--- config.mk ---
export PLATFORM = sky130hd
export DESIGN_NAME = mrs_sampler
export DESIGN_NICKNAME = d
export VERILOG_FILES = /design/src/hdl/mrs_pkg.sv /design/src/hdl/mrs_sampler.sv
export SDC_FILE = /design/constraint.sdc
export NUM_CORES = 1
export LEC_CHECK = 0
export ABC_AREA = 1
export BUFFER_PORTS_ARGS = -buffer_cell sky130_fd_sc_hd__buf_2
export CORE_UTILIZATION = 50
export CTS_BUF_LIST = sky130_fd_sc_hd__clkbuf_8
export CTS_CLUSTER_DIAMETER = 100
export DETAILED_ROUTE_END_ITERATION = 6
export GPL_ROUTABILITY_DRIVEN = 0
export PLACE_DENSITY = 0.7
export REMOVE_ABC_BUFFERS = 1
export SYNTH_ARGS = -nofsm -noshare
export SYNTH_HDL_FRONTEND = slang
export SYNTH_SLANG_ARGS = --single-unit
--- constraint.sdc ---
create_clock -name aclk -period 5.85 [get_ports aclk]
set_clock_uncertainty 0.2 [all_clocks]
set_input_delay 0.585 -clock aclk [delete_from_list [all_inputs] [get_ports aclk]]
set_output_delay 0.585 -clock aclk [all_outputs]
set_load 0.01 [all_outputs]
--- src/hdl/mrs_pkg.sv ---
`default_nettype none
package mrs_pkg;

    // ----------------------------------------------------------------
    // bus shape
    // ----------------------------------------------------------------
    localparam int ADDR_W = 8;
    localparam int DATA_W = 32;

    typedef struct packed {
        logic awvalid;
        logic [ADDR_W-1:0] awaddr;
        logic [2:0] awprot;
        logic wvalid;
        logic [DATA_W-1:0] wdata;
        logic [3:0] wstrb;
        logic bready;
        logic arvalid;
        logic [ADDR_W-1:0] araddr;
        logic [2:0] arprot;
        logic rready;
    } mrs_axi_req_t;

    typedef struct packed {
        logic awready;
        logic wready;
        logic bvalid;
        logic [1:0] bresp;
        logic arready;
        logic rvalid;
        logic [DATA_W-1:0] rdata;
        logic [1:0] rresp;
    } mrs_axi_rsp_t;

    localparam logic [1:0] RESP_OKAY = 2'h0;
    localparam logic [1:0] RESP_SLVERR = 2'h2;

    // ----------------------------------------------------------------
    // register map
    // ----------------------------------------------------------------
    localparam logic [ADDR_W-1:0] OFS_SAMPLING_CTRL = 8'h00;
    localparam logic [ADDR_W-1:0] OFS_COUNTER_CTRL = 8'h04;
    localparam logic [ADDR_W-1:0] OFS_COMPARE = 8'h08;
    localparam logic [ADDR_W-1:0] OFS_COUNTER = 8'h0C;

    // sensor_sampling_control fields
    localparam int BIT_IN_B_LEVEL = 7;
    localparam int BIT_IN_A_LEVEL = 6;
    localparam int BIT_PARITY = 5;
    localparam int BIT_PW_HI = 3;
    localparam int BIT_PW_LO = 2;
    localparam int BIT_OUT_B_EN = 1;
    localparam int BIT_OUT_A_EN = 0;
    localparam logic [7:0] SAMPLING_CTRL_WMASK = 8'h0F;
    localparam logic [7:0] SAMPLING_CTRL_RESET = 8'h00;

    // counter_control_reg fields
    localparam int BIT_COUNT_EN = 7;
    localparam int BIT_MODE_SEL = 6;
    localparam int BIT_CLK_SEL_HI = 1;
    localparam int BIT_CLK_SEL_LO = 0;
    localparam logic [7:0] COUNTER_CTRL_WMASK = 8'hC3;
    localparam logic [7:0] COUNTER_CTRL_RESET = 8'h00;
    localparam logic [7:0] COMPARE_RESET = 8'hFF;

    // ----------------------------------------------------------------
    // timing
    // ----------------------------------------------------------------
    localparam int CLK_PERIOD_NS = 100;
    localparam int SUB_CLK1_PERIOD_NS = 30518;
    localparam int SUB_CLK2_DIV16_NS = 3250;
    localparam int PW_SEL00_NS = 15259;
    localparam int PW_SEL01_NS = 976563;
    localparam int PW_SEL10_NS = 61035;
    localparam int PW_SEL11_NS = 30518;
    localparam int EDGE_DELAY_NS = 15000;

    localparam int SUB_CLK1_CYC = SUB_CLK1_PERIOD_NS / CLK_PERIOD_NS;
    localparam int SUB_CLK2_CYC = SUB_CLK2_DIV16_NS / CLK_PERIOD_NS;
    localparam int PW_SEL00_CYC = PW_SEL00_NS / CLK_PERIOD_NS;
    localparam int PW_SEL01_CYC = PW_SEL01_NS / CLK_PERIOD_NS;
    localparam int PW_SEL10_CYC = PW_SEL10_NS / CLK_PERIOD_NS;
    localparam int PW_SEL11_CYC = PW_SEL11_NS / CLK_PERIOD_NS;
    localparam int EDGE_DELAY_CYC = (EDGE_DELAY_NS + CLK_PERIOD_NS - 1) / CLK_PERIOD_NS;

    localparam int DIV8_MASK = 7;
    localparam int DIV128_MASK = 127;

endpackage : mrs_pkg
`default_nettype wire

--- src/hdl/mrs_sampler.sv ---
// Summary of operation
// RULE_01: parity flag clears when shaped A equals shaped B's new level at its edge.
// RULE_02: parity flag sets when shaped A differs from shaped B's new level at its edge.
// RULE_03: level flags and parity flag held cleared while timer mode is selected.
// RULE_04: mode bit at zero runs the interval counter as a plain 8-bit timer.
// RULE_05: in timer mode both sampling clocks toggle on every compare match.
// RULE_06: sampling clock pulse width comes from the two-bit width select field.
// RULE_07: sensor inputs latch on the falling edge of the sampling clock.
// RULE_08: edge interrupt on both edges of shaped B, flags updated together.
// RULE_09: phase detector stays idle in timer mode.
// RULE_10: each sampling clock drives its pin only while its enable bit is set.
`default_nettype none
module mrs_sampler
#(
    parameter int PW_LONG_CYC = mrs_pkg::PW_SEL01_CYC
)
(
    input wire logic aclk,
    input wire logic aresetn,
    input wire mrs_pkg::mrs_axi_req_t s_axi_req,
    output var mrs_pkg::mrs_axi_rsp_t s_axi_rsp,
    input wire logic sensor_input_a,
    input wire logic sensor_input_b,
    output logic sample_clock_out_a,
    output logic sample_clock_out_a_oe,
    output logic sample_clock_out_b,
    output logic sample_clock_out_b_oe,
    output logic compare_match_irq,
    output logic edge_detect_irq
);
    import mrs_pkg::*;

    // ----------------------------------------------------------------
    // registers
    // ----------------------------------------------------------------
    logic [7:0] sampling_ctrl_ff;
    logic [7:0] counter_ctrl_reg_ff;
    logic [7:0] compare_value_ff;
    logic [7:0] interval_counter_ff;
    logic aw_got_ff;
    logic w_got_ff;
    logic [ADDR_W-1:0] waddr_ff;
    logic [7:0] wdata_ff;
    logic wstrb0_ff;
    mrs_axi_rsp_t rsp_ff;

    // ----------------------------------------------------------------
    // bus decode
    // ----------------------------------------------------------------
    wire logic aw_take = s_axi_req.awvalid & rsp_ff.awready;
    wire logic w_take = s_axi_req.wvalid & rsp_ff.wready;
    wire logic aw_have = aw_got_ff | aw_take;
    wire logic w_have = w_got_ff | w_take;
    wire logic wr_fire = aw_have & w_have & ~rsp_ff.bvalid;
    wire logic [ADDR_W-1:0] wr_addr = aw_got_ff ? waddr_ff : s_axi_req.awaddr;
    wire logic [7:0] wr_data = w_got_ff ? wdata_ff : s_axi_req.wdata[7:0];
    wire logic wr_lane0 = w_got_ff ? wstrb0_ff : s_axi_req.wstrb[0];
    wire logic wr_samp = wr_fire & wr_lane0 & (wr_addr == OFS_SAMPLING_CTRL);
    wire logic wr_cctl = wr_fire & wr_lane0 & (wr_addr == OFS_COUNTER_CTRL);
    wire logic wr_cmp = wr_fire & wr_lane0 & (wr_addr == OFS_COMPARE);
    wire logic wr_ok = (wr_addr == OFS_SAMPLING_CTRL) | (wr_addr == OFS_COUNTER_CTRL)
                     | (wr_addr == OFS_COMPARE) | (wr_addr == OFS_COUNTER);
    wire logic rd_take = s_axi_req.arvalid & rsp_ff.arready;
    wire logic rd_ok = (s_axi_req.araddr == OFS_SAMPLING_CTRL)
                     | (s_axi_req.araddr == OFS_COUNTER_CTRL)
                     | (s_axi_req.araddr == OFS_COMPARE)
                     | (s_axi_req.araddr == OFS_COUNTER);
    wire logic [7:0] rd_byte =
        (s_axi_req.araddr == OFS_SAMPLING_CTRL) ? sampling_ctrl_ff :
        (s_axi_req.araddr == OFS_COUNTER_CTRL) ? counter_ctrl_reg_ff :
        (s_axi_req.araddr == OFS_COMPARE) ? compare_value_ff :
        (s_axi_req.araddr == OFS_COUNTER) ? interval_counter_ff : 8'h00;

    always_ff @(posedge aclk)
    begin
        if (!aresetn)
        begin
            aw_got_ff <= 1'b0;
            w_got_ff <= 1'b0;
            waddr_ff <= '0;
            wdata_ff <= 8'h00;
            wstrb0_ff <= 1'b0;
            rsp_ff <= '0;
        end
        else
        begin
            aw_got_ff <= aw_have & ~wr_fire;
            w_got_ff <= w_have & ~wr_fire;
            if (aw_take)
                waddr_ff <= s_axi_req.awaddr;
            if (w_take)
            begin
                wdata_ff <= s_axi_req.wdata[7:0];
                wstrb0_ff <= s_axi_req.wstrb[0];
            end
            rsp_ff.awready <= ~aw_have & ~rsp_ff.bvalid;
            rsp_ff.wready <= ~w_have & ~rsp_ff.bvalid;
            if (wr_fire)
            begin
                rsp_ff.bvalid <= 1'b1;
                rsp_ff.bresp <= wr_ok ? RESP_OKAY : RESP_SLVERR;
                rsp_ff.awready <= 1'b0;
                rsp_ff.wready <= 1'b0;
            end
            else if (rsp_ff.bvalid & s_axi_req.bready)
                rsp_ff.bvalid <= 1'b0;
            rsp_ff.arready <= ~rsp_ff.rvalid & ~rd_take;
            if (rd_take)
            begin
                rsp_ff.rvalid <= 1'b1;
                rsp_ff.rdata <= {24'h000000, rd_byte};
                rsp_ff.rresp <= rd_ok ? RESP_OKAY : RESP_SLVERR;
            end
            else if (rsp_ff.rvalid & s_axi_req.rready)
                rsp_ff.rvalid <= 1'b0;
        end
    end

    assign s_axi_rsp = rsp_ff;

    // ----------------------------------------------------------------
    // count clock selection
    // ----------------------------------------------------------------
    logic [15:0] tick_cnt_ff;
    logic [15:0] fxt2_cnt_ff;
    logic [6:0] div_cnt_ff;
    wire logic run = counter_ctrl_reg_ff[BIT_COUNT_EN];
    wire logic sampling_mode = counter_ctrl_reg_ff[BIT_MODE_SEL];
    // timer mode counts from the write itself, so flags never outlive the mode bit
    wire logic mode_off = ~sampling_mode | (wr_cctl & ~wr_data[BIT_MODE_SEL]); // RULE_03
    wire logic [1:0] clk_sel = {counter_ctrl_reg_ff[BIT_CLK_SEL_HI],
                                counter_ctrl_reg_ff[BIT_CLK_SEL_LO]};
    wire logic sub_tick = (tick_cnt_ff == 16'(SUB_CLK1_CYC - 1));
    wire logic fxt2_tick = (fxt2_cnt_ff == 16'(SUB_CLK2_CYC - 1));
    wire logic count_tick =
        (clk_sel == 2'h0) ? sub_tick :
        (clk_sel == 2'h1) ? sub_tick & (div_cnt_ff[2:0] == 3'(DIV8_MASK)) :
        (clk_sel == 2'h2) ? sub_tick & (div_cnt_ff == 7'(DIV128_MASK)) : fxt2_tick;
    wire logic match = run & count_tick & (interval_counter_ff == compare_value_ff); // RULE_05

    always_ff @(posedge aclk)
    begin
        if (!aresetn)
        begin
            tick_cnt_ff <= 16'h0000;
            fxt2_cnt_ff <= 16'h0000;
            div_cnt_ff <= 7'h00;
            interval_counter_ff <= 8'h00;
            compare_match_irq <= 1'b0;
        end
        else
        begin
            tick_cnt_ff <= sub_tick ? 16'h0000 : tick_cnt_ff + 16'h0001;
            fxt2_cnt_ff <= fxt2_tick ? 16'h0000 : fxt2_cnt_ff + 16'h0001;
            if (sub_tick)
                div_cnt_ff <= div_cnt_ff + 7'h01;
            if (!run)
                interval_counter_ff <= 8'h00;
            else if (match)
                interval_counter_ff <= 8'h00; // RULE_04
            else if (count_tick)
                interval_counter_ff <= interval_counter_ff + 8'h01;
            compare_match_irq <= match;
        end
    end

    // ----------------------------------------------------------------
    // sampling clock outputs
    // ----------------------------------------------------------------
    logic [19:0] pulse_cnt_ff;
    logic shaped_a_ff;
    logic shaped_b_ff;
    wire logic [1:0] pw_sel = {sampling_ctrl_ff[BIT_PW_HI], sampling_ctrl_ff[BIT_PW_LO]};
    wire logic [19:0] pw_cyc = // RULE_06
        (pw_sel == 2'h0) ? 20'(PW_SEL00_CYC) :
        (pw_sel == 2'h1) ? 20'(PW_LONG_CYC) :
        (pw_sel == 2'h2) ? 20'(PW_SEL10_CYC) : 20'(PW_SEL11_CYC);
    wire logic pulse_end = sampling_mode & (pulse_cnt_ff == 20'h00001);
    wire logic b_edge = pulse_end & (sensor_input_b != shaped_b_ff);

    always_ff @(posedge aclk)
    begin
        if (!aresetn)
        begin
            sample_clock_out_a <= 1'b0;
            sample_clock_out_b <= 1'b0;
            sample_clock_out_a_oe <= 1'b0;
            sample_clock_out_b_oe <= 1'b0;
            pulse_cnt_ff <= 20'h00000;
            shaped_a_ff <= 1'b0;
            shaped_b_ff <= 1'b0;
        end
        else
        begin
            sample_clock_out_a_oe <= sampling_ctrl_ff[BIT_OUT_A_EN]; // RULE_10
            sample_clock_out_b_oe <= sampling_ctrl_ff[BIT_OUT_B_EN]; // RULE_10
            if (!sampling_mode)
            begin
                pulse_cnt_ff <= 20'h00000;
                if (match)
                begin
                    sample_clock_out_a <= ~sample_clock_out_a; // RULE_05
                    sample_clock_out_b <= ~sample_clock_out_b; // RULE_05
                end
            end
            else if (match)
            begin
                pulse_cnt_ff <= pw_cyc; // RULE_06
                sample_clock_out_a <= 1'b1;
                sample_clock_out_b <= 1'b1;
            end
            else if (pulse_cnt_ff != 20'h00000)
            begin
                pulse_cnt_ff <= pulse_cnt_ff - 20'h00001;
                if (pulse_end)
                begin
                    sample_clock_out_a <= 1'b0;
                    sample_clock_out_b <= 1'b0;
                    shaped_a_ff <= sensor_input_a; // RULE_07
                    shaped_b_ff <= sensor_input_b; // RULE_07
                end
            end
        end
    end

    // ----------------------------------------------------------------
    // phase detector
    // ----------------------------------------------------------------
    logic [7:0] edge_dly_ff;
    logic cap_a_ff;
    logic cap_b_ff;
    wire logic dly_done = (edge_dly_ff == 8'h01);

    always_ff @(posedge aclk)
    begin
        if (!aresetn)
        begin
            edge_dly_ff <= 8'h00;
            cap_a_ff <= 1'b0;
            cap_b_ff <= 1'b0;
            edge_detect_irq <= 1'b0;
        end
        else if (mode_off)
        begin
            edge_dly_ff <= 8'h00; // RULE_09
            edge_detect_irq <= 1'b0; // RULE_09
        end
        else
        begin
            if (b_edge)
            begin
                edge_dly_ff <= 8'(EDGE_DELAY_CYC); // RULE_08
                cap_a_ff <= sensor_input_a;
                cap_b_ff <= sensor_input_b;
            end
            else if (edge_dly_ff != 8'h00)
                edge_dly_ff <= edge_dly_ff - 8'h01;
            edge_detect_irq <= dly_done & ~b_edge; // RULE_08
        end
    end

    // ----------------------------------------------------------------
    // control register writes and status flags
    // ----------------------------------------------------------------
    always_ff @(posedge aclk)
    begin
        if (!aresetn)
        begin
            sampling_ctrl_ff <= SAMPLING_CTRL_RESET;
            counter_ctrl_reg_ff <= COUNTER_CTRL_RESET;
            compare_value_ff <= COMPARE_RESET;
        end
        else
        begin
            if (wr_cctl)
                counter_ctrl_reg_ff <= wr_data & COUNTER_CTRL_WMASK;
            if (wr_cmp)
                compare_value_ff <= wr_data;
            if (wr_samp)
                sampling_ctrl_ff[3:0] <= wr_data[3:0] & SAMPLING_CTRL_WMASK[3:0];
            if (mode_off)
                sampling_ctrl_ff[7:5] <= 3'h0; // RULE_03
            else if (dly_done & ~b_edge)
            begin
                sampling_ctrl_ff[BIT_IN_B_LEVEL] <= cap_b_ff; // RULE_08
                sampling_ctrl_ff[BIT_IN_A_LEVEL] <= cap_a_ff; // RULE_08
                sampling_ctrl_ff[BIT_PARITY] <= cap_a_ff ^ cap_b_ff; // RULE_01 RULE_02
            end
            sampling_ctrl_ff[4] <= 1'b0;
        end
    end

endmodule : mrs_sampler
`default_nettype wire

==> flow_summary.html, run 1 <==
<table>
<tr><th>Metric</th><th>Value</th></tr>
<tr><th colspan="2">Placed design</th></tr>
<tr><td>Port Buffer Count</td><td>54</td></tr>
<tr><td>Detailed placer's ending HPWL</td><td>10500 um</td></tr>
<tr><th colspan="2">Floorplanning</th></tr>
<tr><td>Std-Cell Core Area</td><td>0.0135 mm^2</td></tr>
<tr><td>Die X</td><td>around 120 um</td></tr>
<tr><td>Site Rows</td><td>42</td></tr>
<tr><td>Height of the die</td><td>120 um</td></tr>
<tr><td>Die area</td><td>approximately 0.014 mm^2</td></tr>
<tr><td>Top-level I/O count</td><td>114</td></tr>
<tr><td>Initial core utilization</td><td>51.9%</td></tr>
<tr><th colspan="2">Pwr</th></tr>
<tr><td>Static leakage</td><td>approximately 3.5 nW</td></tr>
<tr><td>Overall power of the completed layout</td><td>1.79 mW</td></tr>
<tr><td>PD cells</td><td>around 230 mW/mm^2</td></tr>
<tr><td>Maximum vdd ir drop</td><td>~160 uV</td></tr>
<tr><th colspan="2">Synth</th></tr>
<tr><td>Count of state elements after synthesis</td><td>137</td></tr>
<tr><td>Leading register cell type out of synthesis</td><td>sky130_fd_sc_hd__dfxtp_1</td></tr>
<tr><td>Post-synthesis async set-or-reset flop share</td><td>0%</td></tr>
<tr><td>Post-Synthesis Mean Instance Area</td><td>between 6 and 7 um^2</td></tr>
<tr><td>Library cells used by synthesis</td><td>44</td></tr>
<tr><td>Instance count of the mapped netlist</td><td>1000</td></tr>
<tr><td>Post-Synthesis Cell Area</td><td>0.00698 mm^2</td></tr>
<tr><td>Number of enable-type register cells in the synthesized netlist</td><td>0</td></tr>
<tr><td>Sequential cell area fraction in the yosys report</td><td>39.3%</td></tr>
<tr><td>Warnings from Yosys</td><td>0</td></tr>
<tr><th colspan="2">STA</th></tr>
<tr><td>Time the final worst path needs with I/O delays and setup</td><td>2.36 ns</td></tr>
<tr><td>Share of the cycle needed by the critical path after routing</td><td>40.4%</td></tr>
<tr><td>Slew headroom</td><td>between 60% and 70%</td></tr>
<tr><td>Count of pins over their slew limit</td><td>0</td></tr>
<tr><td>Worst-margin pin slew</td><td>roughly 0.56 ns</td></tr>
<tr><td>Final Hold Violating Endpoints</td><td>0</td></tr>
<tr><td>Total setup violations reported at the end of the flow</td><td>0</td></tr>
<tr><td>WHS</td><td>0.131 ns</td></tr>
<tr><td>Unrepaired setup endpoints after global routing</td><td>false</td></tr>
<tr><td>Sum Neg Setup Slack</td><td>0 ns</td></tr>
<tr><td>Highest clock frequency the design can meet</td><td>423 MHz</td></tr>
<tr><th colspan="2">Setup path</th></tr>
<tr><td>Startpoint type of the worst setup path</td><td>flip-flop</td></tr>
<tr><td>Worst reg2reg startpoint</td><td>tick_cnt_ff[0]</td></tr>
<tr><td>Endpoint type of the worst setup path</td><td>flip-flop</td></tr>
<tr><td>Kind of critical path</td><td>flip-flop to flip-flop</td></tr>
<tr><td>FF-to-FF setup slack</td><td>3.49 ns</td></tr>
<tr><td>Arrival time reported for the critical path endpoint</td><td>2.49 ns</td></tr>
<tr><td>Number of cells on the worst reg-to-reg path</td><td>13</td></tr>
<tr><td>Maximum fanout along the worst path</td><td>22</td></tr>
<tr><td>Required time reported for the critical path endpoint</td><td>5.98 ns</td></tr>
<tr><td>Worst flop-to-flop path endpoint</td><td>interval_counter_ff[2]</td></tr>
<tr><th colspan="2">Min path</th></tr>
<tr><td>Endpoint, Worst Hold</td><td>s_axi_rsp[34]</td></tr>
<tr><td>Source of the worst hold timing path</td><td>s_axi_req[0]</td></tr>
<tr><td>Depth of the worst hold-timing path</td><td>2</td></tr>
<tr><td>Class of the worst hold path</td><td>input pin to flip-flop</td></tr>
<tr><th colspan="2">Detailed routing</th></tr>
<tr><td>Drc violations</td><td>0</td></tr>
<tr><td>Vias</td><td>6153</td></tr>
<tr><td>Post-route ant nets</td><td>0</td></tr>
<tr><td>WL per Instance</td><td>11.6 um</td></tr>
<tr><td>Iteration count of the initial detailed-routing pass</td><td>6</td></tr>
<tr><td>Post-detailed-routing wire length</td><td>14400 um</td></tr>
<tr><td>Starting DRT DRC Count</td><td>309</td></tr>
<tr><td>Via density</td><td>4.95</td></tr>
<tr><th colspan="2">Clock network</th></tr>
<tr><td>Number of cells upsized or downsized after cts</td><td>0</td></tr>
<tr><td>Root Buffer</td><td>sky130_fd_sc_hd__clkbuf_8</td></tr>
<tr><td>Cts bufs inserted</td><td>17</td></tr>
<tr><td>TritonCTS clock tree</td><td>yes</td></tr>
<tr><td>Clock transition at the registers of the reported paths</td><td>0.07 ns</td></tr>
<tr><td>Number of H-tree levels</td><td>4</td></tr>
<tr><td>CTS max path bufs</td><td>2</td></tr>
<tr><td>Post-cts hold buffer count</td><td>0</td></tr>
<tr><td>Clock latency on the worst-skew pair</td><td>between 0.4 and 0.5 ns</td></tr>
<tr><td>Number of post-CTS setup repair buffers</td><td>0</td></tr>
<tr><td>TritonCTS Sinks</td><td>roughly 140</td></tr>
<tr><th colspan="2">Flow run</th></tr>
<tr><td>Count of max-cap constraint violations</td><td>0</td></tr>
<tr><th colspan="2">Outcome</th></tr>
<tr><td>Outcome</td><td>completed</td></tr>
<tr><th colspan="2">Global routing</th></tr>
<tr><td>Vias in the first global route</td><td>5566</td></tr>
<tr><td>GRT Util Overall</td><td>a little over a fifth</td></tr>
<tr><td>Largest net degree at the start of global routing</td><td>33</td></tr>
<tr><td>Antenna violations before repair</td><td>0</td></tr>
<tr><td>Final global-route overflow total</td><td>0</td></tr>
<tr><td>Wire length of the first global-routing pass</td><td>approximately 25000 um</td></tr>
<tr><th colspan="2">Final layout</th></tr>
<tr><td>Top library cells by usage in the layout, fill and taps aside</td><td>188 x sky130_fd_sc_hd__nand2_1, 174 x sky130_fd_sc_hd__nor2_1, 137 x sky130_fd_sc_hd__dfxtp_1</td></tr>
<tr><td>Proportion of layout cells with a drive suffix above 1</td><td>around 11%</td></tr>
<tr><td>Layout fillers</td><td>1322</td></tr>
<tr><td>Syn-to-layout area delta</td><td>9.68%</td></tr>
<tr><td>Antenna cells</td><td>0</td></tr>
<tr><td>Multi-input gate area in the final layout</td><td>0.00358 mm^2</td></tr>
<tr><td>Commonest non-fill, non-tap cell in the layout</td><td>sky130_fd_sc_hd__nand2_1</td></tr>
<tr><td>Layout Nets</td><td>1143</td></tr>
<tr><td>FF+latch area</td><td>0.00274 mm^2</td></tr>
</table>
[sequential cells by signal, indices dropped and copies added (netlist names), 4 cells and up]
register / flops
fxt2_cnt_ff: 16
edge_dly_ff: 8
compare_value_ff: 8
s_axi_rsp: 15
waddr_ff: 8
sampling_ctrl_ff: 7
div_cnt_ff: 7
tick_cnt_ff: 16
counter_ctrl_reg_ff: 4
interval_counter_ff: 8
wdata_ff: 8
pulse_cnt_ff: 20
[worst max-delay path, cell delays in order (launching register included)]
cell,delay (ns)
sky130_fd_sc_hd__dfxtp_1,0.34
sky130_fd_sc_hd__inv_1,0.06
sky130_fd_sc_hd__ha_1,0.13
sky130_fd_sc_hd__inv_1,0.03
sky130_fd_sc_hd__nor2_1,0.16
sky130_fd_sc_hd__nand2_1,0.09
sky130_fd_sc_hd__nor2_2,0.15
sky130_fd_sc_hd__nand3_1,0.09
sky130_fd_sc_hd__nand2_1,0.06
sky130_fd_sc_hd__nand2_1,0.07
sky130_fd_sc_hd__nand2_2,0.24
sky130_fd_sc_hd__nand2_4,0.22
sky130_fd_sc_hd__nand3_1,0.30
sky130_fd_sc_hd__nor2_1,0.09
[cells in the mapped netlist (8+ instances only)]
master                     count  share of area, %
sky130_fd_sc_hd__o21ai_0      59               4.2
sky130_fd_sc_hd__xor2_1       29               3.6
sky130_fd_sc_hd__or2_2         8              0.72
sky130_fd_sc_hd__a21oi_1      56               4.0
sky130_fd_sc_hd__dfxtp_1     137                39
sky130_fd_sc_hd__nor3_1       26               1.9
sky130_fd_sc_hd__nor2_1      174               9.4
sky130_fd_sc_hd__nand3_1      54               3.9
sky130_fd_sc_hd__nand4_1      18               1.6
sky130_fd_sc_hd__ha_1         16               2.9
sky130_fd_sc_hd__inv_1       120               6.5
sky130_fd_sc_hd__nand2_1     188                10
sky130_fd_sc_hd__buf_4        27               2.9
sky130_fd_sc_hd__inv_2         8              0.43
sky130_fd_sc_hd__clkbuf_1      9              0.48
[cell families after synthesis]
family / after synthesis / synth area share, %
AOI/OAI and AO/OA: 140 / 11.0
buffers and inverters: 168 / 10.7
other: 1 / 0.0537
xor gates and xnor gates: 33 / 4.14
and+or+nand+nor: 503 / 31.6
DFF: 137 / 39.3
adders and majority gates: 16 / 2.87
muxes: 2 / 0.287
[power by group]
| part | switching, mW | internal, mW |
|---|---|---|
| clock network | 0.335 | 0.381 |
| registers | 0.0134 | 0.953 |
| logic | 0.0738 | 0.0392 |
[per-layer routing]
layer	vias to the layer above	GRT usage [%]	part of all wire, %
li1	3266	-	-
met1	2738	27.9	49
met2	130	33.5	45
met3	19	5.42	4.5
met4	0	7.03	1.2
met5	-	0	0
[cell type report]
type                    instances  share of cell area (%)
multi-input cells             720                    46.8
repair buffers                 56                    3.72
flip-flops and latches        137                    35.8
clock buffers                  19                    3.41
inverters                     128                    6.27
well taps                     176                    2.88
clock inverters                 7                    1.09
[metrics by stage]
stage               std cells  worst slack [ns]  utilization, %  area (um^2)
floorplan                 985              3.84               -         6810
global placement         1217              3.32            54.4         7310
detailed placement       1217              3.33            54.4         7310
CTS                      1243              3.45            56.9         7660
global route             1243              3.21            56.9         7660
finish                   1243              3.49            56.9         7660
[how the worst max path moves through the flow]
| stage | start | end | slack [ns] | cells after the start |
|---|---|---|---|---|
| floorplan | s_axi_req[50] | edge_dly_ff[0] | 3.84 | 8 |
| global placement | aresetn | edge_dly_ff[6] | 3.32 | 7 |
| detailed placement | aresetn | edge_dly_ff[6] | 3.33 | 7 |
| CTS | tick_cnt_ff[0] | pulse_cnt_ff[13] | 3.45 | 16 |
| global route | tick_cnt_ff[0] | pulse_cnt_ff[6] | 3.21 | 16 |
| finish | tick_cnt_ff[0] | interval_counter_ff[2] | 3.49 | 13 |
Power figures use the tool's default switching activity.
==> run 2: changes to the inputs <==
Clock period 5.85 ns to 2.25 ns, I/O delays scaled along.
==> run 2 against run 1 <==
Combinational power grew to 3.2 times the previous value. Routed wire length is 5.3% higher. Sequential share of layout area is 2.0 points lower. Non-clock buffer count is 43 higher. Sequential power grew to 2.6 times the previous value. Clock power grew to 2.6 times the previous value. Die area stayed put. Critical path depth is 2 lower. First-iteration DRC count is 22% higher. Hold slack worse by 0.078 ns. Global-route usage is 1.1 points higher. Clock-buffer cell count stayed put.
==> flow_summary.html, run 2 (synthesis results as in run 1) <==
<table>
<tr><th>Metric</th><th>Value</th></tr>
<tr><th colspan="2">STA</th></tr>
<tr><td>WHS</td><td>0.0539 ns (-0.0775 ns)</td></tr>
<tr><td>Worst-margin pin slew</td><td>0.627 ns (+0.0684 ns)</td></tr>
<tr><td>Total setup violations reported at the end of the flow</td><td>0 (unchanged)</td></tr>
<tr><td>Share of the cycle needed by the critical path after routing</td><td>93.1%</td></tr>
<tr><td>Time the final worst path needs with I/O delays and setup</td><td>2.10 ns</td></tr>
<tr><td>Slew headroom</td><td>57.9% (-4.5 points)</td></tr>
<tr><td>Highest clock frequency the design can meet</td><td>477 MHz</td></tr>
<tr><td>Count of pins over their slew limit</td><td>0 (unchanged)</td></tr>
<tr><td>Final Hold Violating Endpoints</td><td>0 (unchanged)</td></tr>
<tr><th colspan="2">Final layout</th></tr>
<tr><td>Regs by FF count</td><td>pulse_cnt_ff: 20 flops, fxt2_cnt_ff: 16 flops, tick_cnt_ff: 16 flops</td></tr>
<tr><td>Final instance count without filler cells</td><td>1292 (+3.9%)</td></tr>
<tr><td>Commonest non-fill, non-tap cell in the layout</td><td>sky130_fd_sc_hd__nand2_1</td></tr>
<tr><td>Layout Nets</td><td>1186 (+3.8%)</td></tr>
<tr><td>Most flops, register</td><td>pulse_cnt_ff</td></tr>
<tr><td>FF+latch area</td><td>0.00274 mm^2 (unchanged)</td></tr>
<tr><td>Proportion of layout cells with a drive suffix above 1</td><td>13.4% (+2.2 points)</td></tr>
<tr><td>Top library cells by usage in the layout, fill and taps aside</td><td>188 x sky130_fd_sc_hd__nand2_1, 171 x sky130_fd_sc_hd__nor2_1, 137 x sky130_fd_sc_hd__dfxtp_1</td></tr>
<tr><td>Syn-to-layout area delta</td><td>16.2%</td></tr>
<tr><td>Antenna cells</td><td>0 (unchanged)</td></tr>
<tr><td>Multi-input gate area in the final layout</td><td>0.00362 mm^2 (+1.1%)</td></tr>
<tr><td>Number of flip-flops under the largest register name</td><td>20 (unchanged)</td></tr>
<tr><td>Layout fillers</td><td>1298 (-1.8%)</td></tr>
<tr><th colspan="2">Detailed routing</th></tr>
<tr><td>Drc violations</td><td>0 (unchanged)</td></tr>
<tr><td>WL per Instance</td><td>11.7 um (+1.3%)</td></tr>
<tr><td>Via density</td><td>4.91 (-0.81%)</td></tr>
<tr><td>Post-detailed-routing wire length</td><td>15200 um (+5.3%)</td></tr>
<tr><td>Post-route met1 wirelength</td><td>7180 um (+0.84%)</td></tr>
<tr><td>Wire length on met3</td><td>604 um (-6.1%)</td></tr>
<tr><td>Met2 wire len</td><td>7160 um (+11%)</td></tr>
<tr><td>Post-route ant nets</td><td>0 (unchanged)</td></tr>
<tr><td>Vias</td><td>6344 (+3.1%)</td></tr>
<tr><td>Starting DRT DRC Count</td><td>376 (+22%)</td></tr>
<tr><td>Iteration count of the initial detailed-routing pass</td><td>5 (-1)</td></tr>
<tr><td>Highest metal layer with signal wires</td><td>met4</td></tr>
<tr><th colspan="2">Global routing</th></tr>
<tr><td>Wire length of the first global-routing pass</td><td>25900 um (+5.1%)</td></tr>
<tr><td>Vias in the first global route</td><td>5829 (+4.7%)</td></tr>
<tr><td>GRT Util Overall</td><td>22.3% (+1.1 points)</td></tr>
<tr><td>Final global-route overflow total</td><td>0 (unchanged)</td></tr>
<tr><td>Largest net degree at the start of global routing</td><td>33 (unchanged)</td></tr>
<tr><td>Antenna violations before repair</td><td>0 (unchanged)</td></tr>
<tr><th colspan="2">Setup path</th></tr>
<tr><td>Chain of cells forming the critical path</td><td>dlygate4sd3_1 &gt; buf_2 &gt; nor2_1 &gt; nand2_1 &gt; nor2_1 &gt; nor2_1 &gt; nor3_2 &gt; nand2_4 &gt; o21ai_4 &gt; or2_4 &gt; nor2_1</td></tr>
<tr><td>Critical-path top delay cell</td><td>sky130_fd_sc_hd__dlygate4sd3_1</td></tr>
<tr><td>Endpoint type of the worst setup path</td><td>flip-flop</td></tr>
<tr><td>Arrival time reported for the critical path endpoint</td><td>2.24 ns (-0.25 ns)</td></tr>
<tr><td>Worst path most repeated cell</td><td>sky130_fd_sc_hd__nor2_1</td></tr>
<tr><td>Required time reported for the critical path endpoint</td><td>2.40 ns (-3.58 ns)</td></tr>
<tr><td>Worst path top cell family by delay</td><td>simple AND/OR/NAND/NOR gates</td></tr>
<tr><td>Kind of critical path</td><td>input pin to flip-flop</td></tr>
<tr><td>CP max stage delay</td><td>0.54 ns (+0.20 ns)</td></tr>
<tr><td>Startpoint type of the worst setup path</td><td>input pin</td></tr>
<tr><td>FF-to-FF setup slack</td><td>0.18 ns (-3.31 ns)</td></tr>
<tr><td>Bufs and invs on worst path</td><td>2 (unchanged)</td></tr>
<tr><td>Maximum fanout along the worst path</td><td>10 (-55%)</td></tr>
<tr><th colspan="2">Pwr</th></tr>
<tr><td>Part of the power in the clock network</td><td>39.5% (-0.4 points)</td></tr>
<tr><td>Logic pwr share</td><td>7.5% (+1.2 points)</td></tr>
<tr><td>Switching portion of total power</td><td>25.3% (+1.8 points)</td></tr>
<tr><td>PD cells</td><td>583 mW/mm^2 (+150%)</td></tr>
<tr><td>Overall power of the completed layout</td><td>4.73 mW (+160%)</td></tr>
<tr><td>Sequential fraction of design power</td><td>53.0% (-0.8 points)</td></tr>
<tr><td>Static leakage</td><td>3.68 nW (+5.4%)</td></tr>
<tr><td>Net switching power figure</td><td>1.19 mW (+180%)</td></tr>
<tr><td>Cell Int Power</td><td>3.54 mW (+160%)</td></tr>
<tr><td>Maximum vdd ir drop</td><td>499 uV (+220%)</td></tr>
<tr><th colspan="2">Floorplanning</th></tr>
<tr><td>Die area</td><td>0.0144 mm^2 (unchanged)</td></tr>
<tr><td>Height of the die</td><td>120 um (unchanged)</td></tr>
<tr><td>Site Rows</td><td>42 (unchanged)</td></tr>
<tr><td>Die X</td><td>120 um (unchanged)</td></tr>
<tr><td>Top-level I/O count</td><td>114 (unchanged)</td></tr>
<tr><td>Std-Cell Core Area</td><td>0.0135 mm^2 (unchanged)</td></tr>
<tr><td>Initial core utilization</td><td>51.9% (unchanged)</td></tr>
<tr><th colspan="2">Placed design</th></tr>
<tr><td>Number of placed cells counting well taps</td><td>1232 (+1.2%)</td></tr>
<tr><td>Detailed placer's ending HPWL</td><td>11000 um (+4.9%)</td></tr>
<tr><td>Port Buffer Count</td><td>54 (unchanged)</td></tr>
<tr><th colspan="2">Clock network</th></tr>
<tr><td>CTS max path bufs</td><td>2 (unchanged)</td></tr>
<tr><td>Root Buffer</td><td>sky130_fd_sc_hd__clkbuf_8</td></tr>
<tr><td>TritonCTS clock tree</td><td>yes</td></tr>
<tr><td>Cts bufs inserted</td><td>17 (unchanged)</td></tr>
<tr><td>TritonCTS Sinks</td><td>137 (unchanged)</td></tr>
<tr><td>Clock latency on the worst-skew pair</td><td>0.45 ns (about the same)</td></tr>
<tr><td>Clock transition at the registers of the reported paths</td><td>0.08 ns (about the same)</td></tr>
<tr><td>Number of H-tree levels</td><td>4 (unchanged)</td></tr>
<tr><th colspan="2">Min path</th></tr>
<tr><td>Class of the worst hold path</td><td>input pin to flip-flop</td></tr>
<tr><th colspan="2">Flow run</th></tr>
<tr><td>Count of max-cap constraint violations</td><td>0 (unchanged)</td></tr>
<tr><th colspan="2">Outcome</th></tr>
<tr><td>Outcome</td><td>completed</td></tr>
</table>
-- run 2: final cells by class --
| class | count | share of cell area (%) |
|---|---|---|
| tap | 176 | 2.71 |
| clock inverter | 13 | 1.30 |
| sequential | 137 | 33.8 |
| timing repair buffer | 99 | 8.34 |
| multi-input combinational | 720 | 44.7 |
| clock buffer | 19 | 3.22 |
| inverter | 128 | 5.92 |
-- run 2: through the flow --
| step | area (um^2) | util [%] | TNS [ns] | worst slack (ns) |
|---|---|---|---|---|
| after floorplan | 6810 | - | 0 | 0.279 |
| after global placement | 7430 | 55.2 | 0 | 0.125 |
| after detailed placement | 7430 | 55.2 | 0 | 0.106 |
| after CTS | 8050 | 59.9 | 0 | 0.0948 |
| after global routing | 8110 | 60.3 | -0.000137 | -0.000137 |
| final | 8110 | 60.3 | 0 | 0.155 |
-- run 2: routing by layer --
layer | up-vias | global-route usage [%]
met4 | 0 | 7.27
met2 | 118 | 37.8
met1 | 2849 | 28.1
met5 | - | 0
met3 | 22 | 4.58
li1 | 3355 | -
-- run 2: power groups by stage --
| stage | Combinational, mW | Sequential [mW] | Clock, mW |
|---|---|---|---|
| 2_1_floorplan | 0.187 | 2.57 | 0 |
| 3_3_place_gp | 0.311 | 2.56 | 0 |
| 3_5_place_dp | 0.315 | 2.56 | 0 |
| 4_1_cts | 0.353 | 2.51 | 1.91 |
| 5_1_grt | 0.406 | 2.51 | 2.03 |
| 6_report | 0.357 | 2.51 | 1.87 |
-- run 2: path summary, 6_finish.rpt --
check,start,endpoint,cells after the start
min,s_axi_req[6],s_axi_rsp[2],4
max,s_axi_req[55],edge_dly_ff[0],11
min reg2reg,sampling_ctrl_ff[1],sample_clock_out_b_oe,2
max reg2reg,aw_got_ff,edge_dly_ff[0],6
-- run 2: what timing repair did --
| item | CTS | global route |
|---|---|---|
| hold endpoints to repair | 30 | 0 |
| setup endpoints to repair | 0 | 22 |
| hold buffers | 26 | 0 |
| buffers inserted | 0 | 2 |
| gates resized for setup | 0 | 9 |
-- run 2: worst register-to-register path, stage by stage, from the launching register on --
cell	delay [ns]
sky130_fd_sc_hd__dfxtp_1	0.44
sky130_fd_sc_hd__o21ai_0	0.24
sky130_fd_sc_hd__nor3_2	0.38
sky130_fd_sc_hd__nand2_4	0.17
sky130_fd_sc_hd__o21ai_4	0.30
sky130_fd_sc_hd__or2_4	0.21
sky130_fd_sc_hd__nor2_1	0.04
==> run 3: changes to the inputs <==
Clock period 2.25 ns to 2.7 ns, I/O delays scaled along.
==> run 3 against run 2 <==
Cell count down 1.2%. Clock power down 11%. Sequential share of layout area up 0.56 points. Critical endpoint is now tick_cnt_ff[10]. Highest routed layer unchanged.
==> flow_summary.html, run 3 (synthesis results as in run 1) <==
<table>
<tr><th>Metric</th><th>Value</th></tr>
<tr><th colspan="2">Global routing</th></tr>
<tr><td>GRT Util Overall</td><td>21.9% (-0.36 points)</td></tr>
<tr><td>Final global-route overflow total</td><td>0 (unchanged)</td></tr>
<tr><td>Antenna violations before repair</td><td>0 (unchanged)</td></tr>
<tr><td>Largest net degree at the start of global routing</td><td>36 (+9.1%)</td></tr>
<tr><td>Wire length of the first global-routing pass</td><td>25500 um (-1.5%)</td></tr>
<tr><td>Vias in the first global route</td><td>5854 (+0.43%)</td></tr>
<tr><th colspan="2">STA</th></tr>
<tr><td>Slew headroom</td><td>59.6% (+1.7 points)</td></tr>
<tr><td>Worst-margin pin slew</td><td>0.601 ns (-0.0259 ns)</td></tr>
<tr><td>Sum Neg Setup Slack</td><td>0 ns (unchanged)</td></tr>
<tr><td>Count of pins over their slew limit</td><td>0 (unchanged)</td></tr>
<tr><td>Unrepaired setup endpoints after global routing</td><td>false</td></tr>
<tr><td>Highest clock frequency the design can meet</td><td>roughly 450 MHz</td></tr>
<tr><td>Final Hold Violating Endpoints</td><td>0 (unchanged)</td></tr>
<tr><td>Share of the cycle needed by the critical path after routing</td><td>between 80 and 90%</td></tr>
<tr><td>Total setup violations reported at the end of the flow</td><td>0 (unchanged)</td></tr>
<tr><td>Time the final worst path needs with I/O delays and setup</td><td>2.23 ns</td></tr>
<tr><th colspan="2">Final layout</th></tr>
<tr><td>Number of flip-flops under the largest register name</td><td>20 (unchanged)</td></tr>
<tr><td>Commonest non-fill, non-tap cell in the layout</td><td>sky130_fd_sc_hd__nand2_1</td></tr>
<tr><td>Layout Nets</td><td>1172 (-1.2%)</td></tr>
<tr><td>Proportion of layout cells with a drive suffix above 1</td><td>11.9% (-1.5 points)</td></tr>
<tr><td>Final instance count without filler cells</td><td>1277 (-1.2%)</td></tr>
<tr><td>Layout fillers</td><td>1337 (+3.0%)</td></tr>
<tr><td>FF+latch area</td><td>0.00274 mm^2 (unchanged)</td></tr>
<tr><td>Syn-to-layout area delta</td><td>14.3%</td></tr>
<tr><td>Regs by FF count</td><td>pulse_cnt_ff: 20 flops, fxt2_cnt_ff: 16 flops, tick_cnt_ff: 16 flops</td></tr>
<tr><td>Most flops, register</td><td>pulse_cnt_ff</td></tr>
<tr><td>Multi-input gate area in the final layout</td><td>0.00358 mm^2 (-1.1%)</td></tr>
<tr><td>Antenna cells</td><td>0 (unchanged)</td></tr>
<tr><td>Top library cells by usage in the layout, fill and taps aside</td><td>188 x sky130_fd_sc_hd__nand2_1, 174 x sky130_fd_sc_hd__nor2_1, 137 x sky130_fd_sc_hd__dfxtp_1</td></tr>
<tr><th colspan="2">Pwr</th></tr>
<tr><td>PD cells</td><td>506 mW/mm^2 (-13%)</td></tr>
<tr><td>Static leakage</td><td>3.63 nW (-1.5%)</td></tr>
<tr><td>Maximum vdd ir drop</td><td>379 uV (-24%)</td></tr>
<tr><th colspan="2">Min path</th></tr>
<tr><td>Endpoint, Worst Hold</td><td>s_axi_rsp[40]</td></tr>
<tr><td>Depth of the worst hold-timing path</td><td>4 (unchanged)</td></tr>
<tr><td>Source of the worst hold timing path</td><td>s_axi_req[62]</td></tr>
<tr><td>Class of the worst hold path</td><td>input pin to flip-flop</td></tr>
<tr><th colspan="2">Clock network</th></tr>
<tr><td>Root Buffer</td><td>sky130_fd_sc_hd__clkbuf_8</td></tr>
<tr><td>Number of cells upsized or downsized after cts</td><td>0 (unchanged)</td></tr>
<tr><td>Number of post-CTS setup repair buffers</td><td>0 (unchanged)</td></tr>
<tr><td>Cts bufs inserted</td><td>17 (unchanged)</td></tr>
<tr><td>TritonCTS Sinks</td><td>137 (unchanged)</td></tr>
<tr><td>Post-cts hold buffer count</td><td>25 (-3.8%)</td></tr>
<tr><td>Number of H-tree levels</td><td>4 (unchanged)</td></tr>
<tr><td>Clock transition at the registers of the reported paths</td><td>0.08 ns (about the same)</td></tr>
<tr><td>CTS max path bufs</td><td>2 (unchanged)</td></tr>
<tr><td>Clock latency on the worst-skew pair</td><td>0.45 ns (about the same)</td></tr>
<tr><td>TritonCTS clock tree</td><td>yes</td></tr>
<tr><th colspan="2">Floorplanning</th></tr>
<tr><td>Die X</td><td>120 um (unchanged)</td></tr>
<tr><td>Site Rows</td><td>42 (unchanged)</td></tr>
<tr><td>Height of the die</td><td>120 um (unchanged)</td></tr>
<tr><td>Initial core utilization</td><td>51.9% (unchanged)</td></tr>
<tr><td>Top-level I/O count</td><td>114 (unchanged)</td></tr>
<tr><td>Die area</td><td>0.0144 mm^2 (unchanged)</td></tr>
<tr><td>Std-Cell Core Area</td><td>0.0135 mm^2 (unchanged)</td></tr>
<tr><th colspan="2">Setup path</th></tr>
<tr><td>Required time reported for the critical path endpoint</td><td>2.85 ns (+0.45 ns)</td></tr>
<tr><td>FF-to-FF setup slack</td><td>0.47 ns (+0.29 ns)</td></tr>
<tr><td>Worst flop-to-flop path endpoint</td><td>tick_cnt_ff[10]</td></tr>
<tr><td>Kind of critical path</td><td>flip-flop to flip-flop</td></tr>
<tr><td>Worst reg2reg startpoint</td><td>tick_cnt_ff[0]</td></tr>
<tr><td>Maximum fanout along the worst path</td><td>12 (+2)</td></tr>
<tr><td>Arrival time reported for the critical path endpoint</td><td>2.37 ns (+0.13 ns)</td></tr>
<tr><td>Number of cells on the worst reg-to-reg path</td><td>12 (+6)</td></tr>
<tr><td>Startpoint type of the worst setup path</td><td>flip-flop</td></tr>
<tr><td>Endpoint type of the worst setup path</td><td>flip-flop</td></tr>
<tr><th colspan="2">Detailed routing</th></tr>
<tr><td>Drc violations</td><td>0 (unchanged)</td></tr>
<tr><td>Post-route ant nets</td><td>0 (unchanged)</td></tr>
<tr><td>Iteration count of the initial detailed-routing pass</td><td>5 (unchanged)</td></tr>
<tr><td>Vias</td><td>6216 (-2.0%)</td></tr>
<tr><td>Via density</td><td>4.87 (-0.87%)</td></tr>
<tr><td>WL per Instance</td><td>11.7 um (-0.29%)</td></tr>
<tr><td>Post-detailed-routing wire length</td><td>14900 um (-1.4%)</td></tr>
<tr><td>Starting DRT DRC Count</td><td>345 (-8.2%)</td></tr>
<tr><th colspan="2">Flow run</th></tr>
<tr><td>Count of max-cap constraint violations</td><td>0 (unchanged)</td></tr>
<tr><th colspan="2">Placed design</th></tr>
<tr><td>Number of placed cells counting well taps</td><td>1221 (-0.89%)</td></tr>
<tr><td>Detailed placer's ending HPWL</td><td>10900 um (-1.6%)</td></tr>
<tr><td>Port Buffer Count</td><td>54 (unchanged)</td></tr>
<tr><th colspan="2">Outcome</th></tr>
<tr><td>Outcome</td><td>completed</td></tr>
</table>
[run 3: cell count changes in the layout (fill, tap and decap cells not counted), sizes merged]
cell / previous run / this run
dlygate4sd3: 26 / 25
clkinv: 9 / 6
clkinvlp: 2 / 3
bufinv: 1 / 2
buf: 73 / 60
[run 3: how the worst max path moves through the flow]
stage,start,end
final,tick_cnt_ff[0],tick_cnt_ff[10]
after global placement,tick_cnt_ff[0],tick_cnt_ff[10]
after detailed placement,tick_cnt_ff[0],tick_cnt_ff[10]
after CTS,tick_cnt_ff[0],tick_cnt_ff[10]
after global routing,tick_cnt_ff[0],tick_cnt_ff[10]
after floorplan,tick_cnt_ff[0],pulse_cnt_ff[10]
[run 3: critical path, cell delays in order, from the launching register on]
cell and delay (ns):
sky130_fd_sc_hd__dfxtp_1 0.34, sky130_fd_sc_hd__inv_1 0.06, sky130_fd_sc_hd__ha_1 0.14, sky130_fd_sc_hd__inv_1 0.03, sky130_fd_sc_hd__nor2_1 0.13, sky130_fd_sc_hd__nand2_1 0.08, sky130_fd_sc_hd__nor2_2 0.15, sky130_fd_sc_hd__nand2_1 0.22
sky130_fd_sc_hd__inv_1 0.20, sky130_fd_sc_hd__nor2_4 0.06, sky130_fd_sc_hd__inv_1 0.31, sky130_fd_sc_hd__nor2_1 0.10, sky130_fd_sc_hd__o21a_1 0.11
[run 3: power breakdown]
part / switching, mW / internal (mW) / leakage (nW)
clock network: 0.802 / 0.859 / 0.194
registers: 0.0256 / 2.06 / 1.11
logic: 0.174 / 0.114 / 2.33
[run 3: per-stage QoR]
step	instance area, um^2	hold WS [ns]	worst slack, ns	util (%)	total power, mW
3_3_place_gp	7340	0.220	0.511	54.6	2.39
2_1_floorplan	6810	0.168	0.729	-	2.29
4_1_cts	7980	0.00653	0.462	59.3	4.07
6_report	7980	0.0288	0.474	59.3	4.04
5_1_grt	7980	0.0174	0.268	59.3	4.21
3_5_place_dp	7340	0.224	0.475	54.6	2.39
[run 3: metal layers]
layer	vias to the layer above	routed length [um]	GRT usage, %
li1	3329	-	-
met1	2768	7210	28.4
met2	102	6950	35.8
met3	17	606	5.80
met4	0	162	6.02
met5	-	0	0
[run 3: cell type report]
type	count	area share (%)
Inverter	128	6.02
Clock buffer	19	3.28
Timing Repair Buffer	85	7.09
Multi-Input combinational cell	720	44.9
Tap cell	176	2.76
Sequential cell	137	34.4
Clock inverter	12	1.57
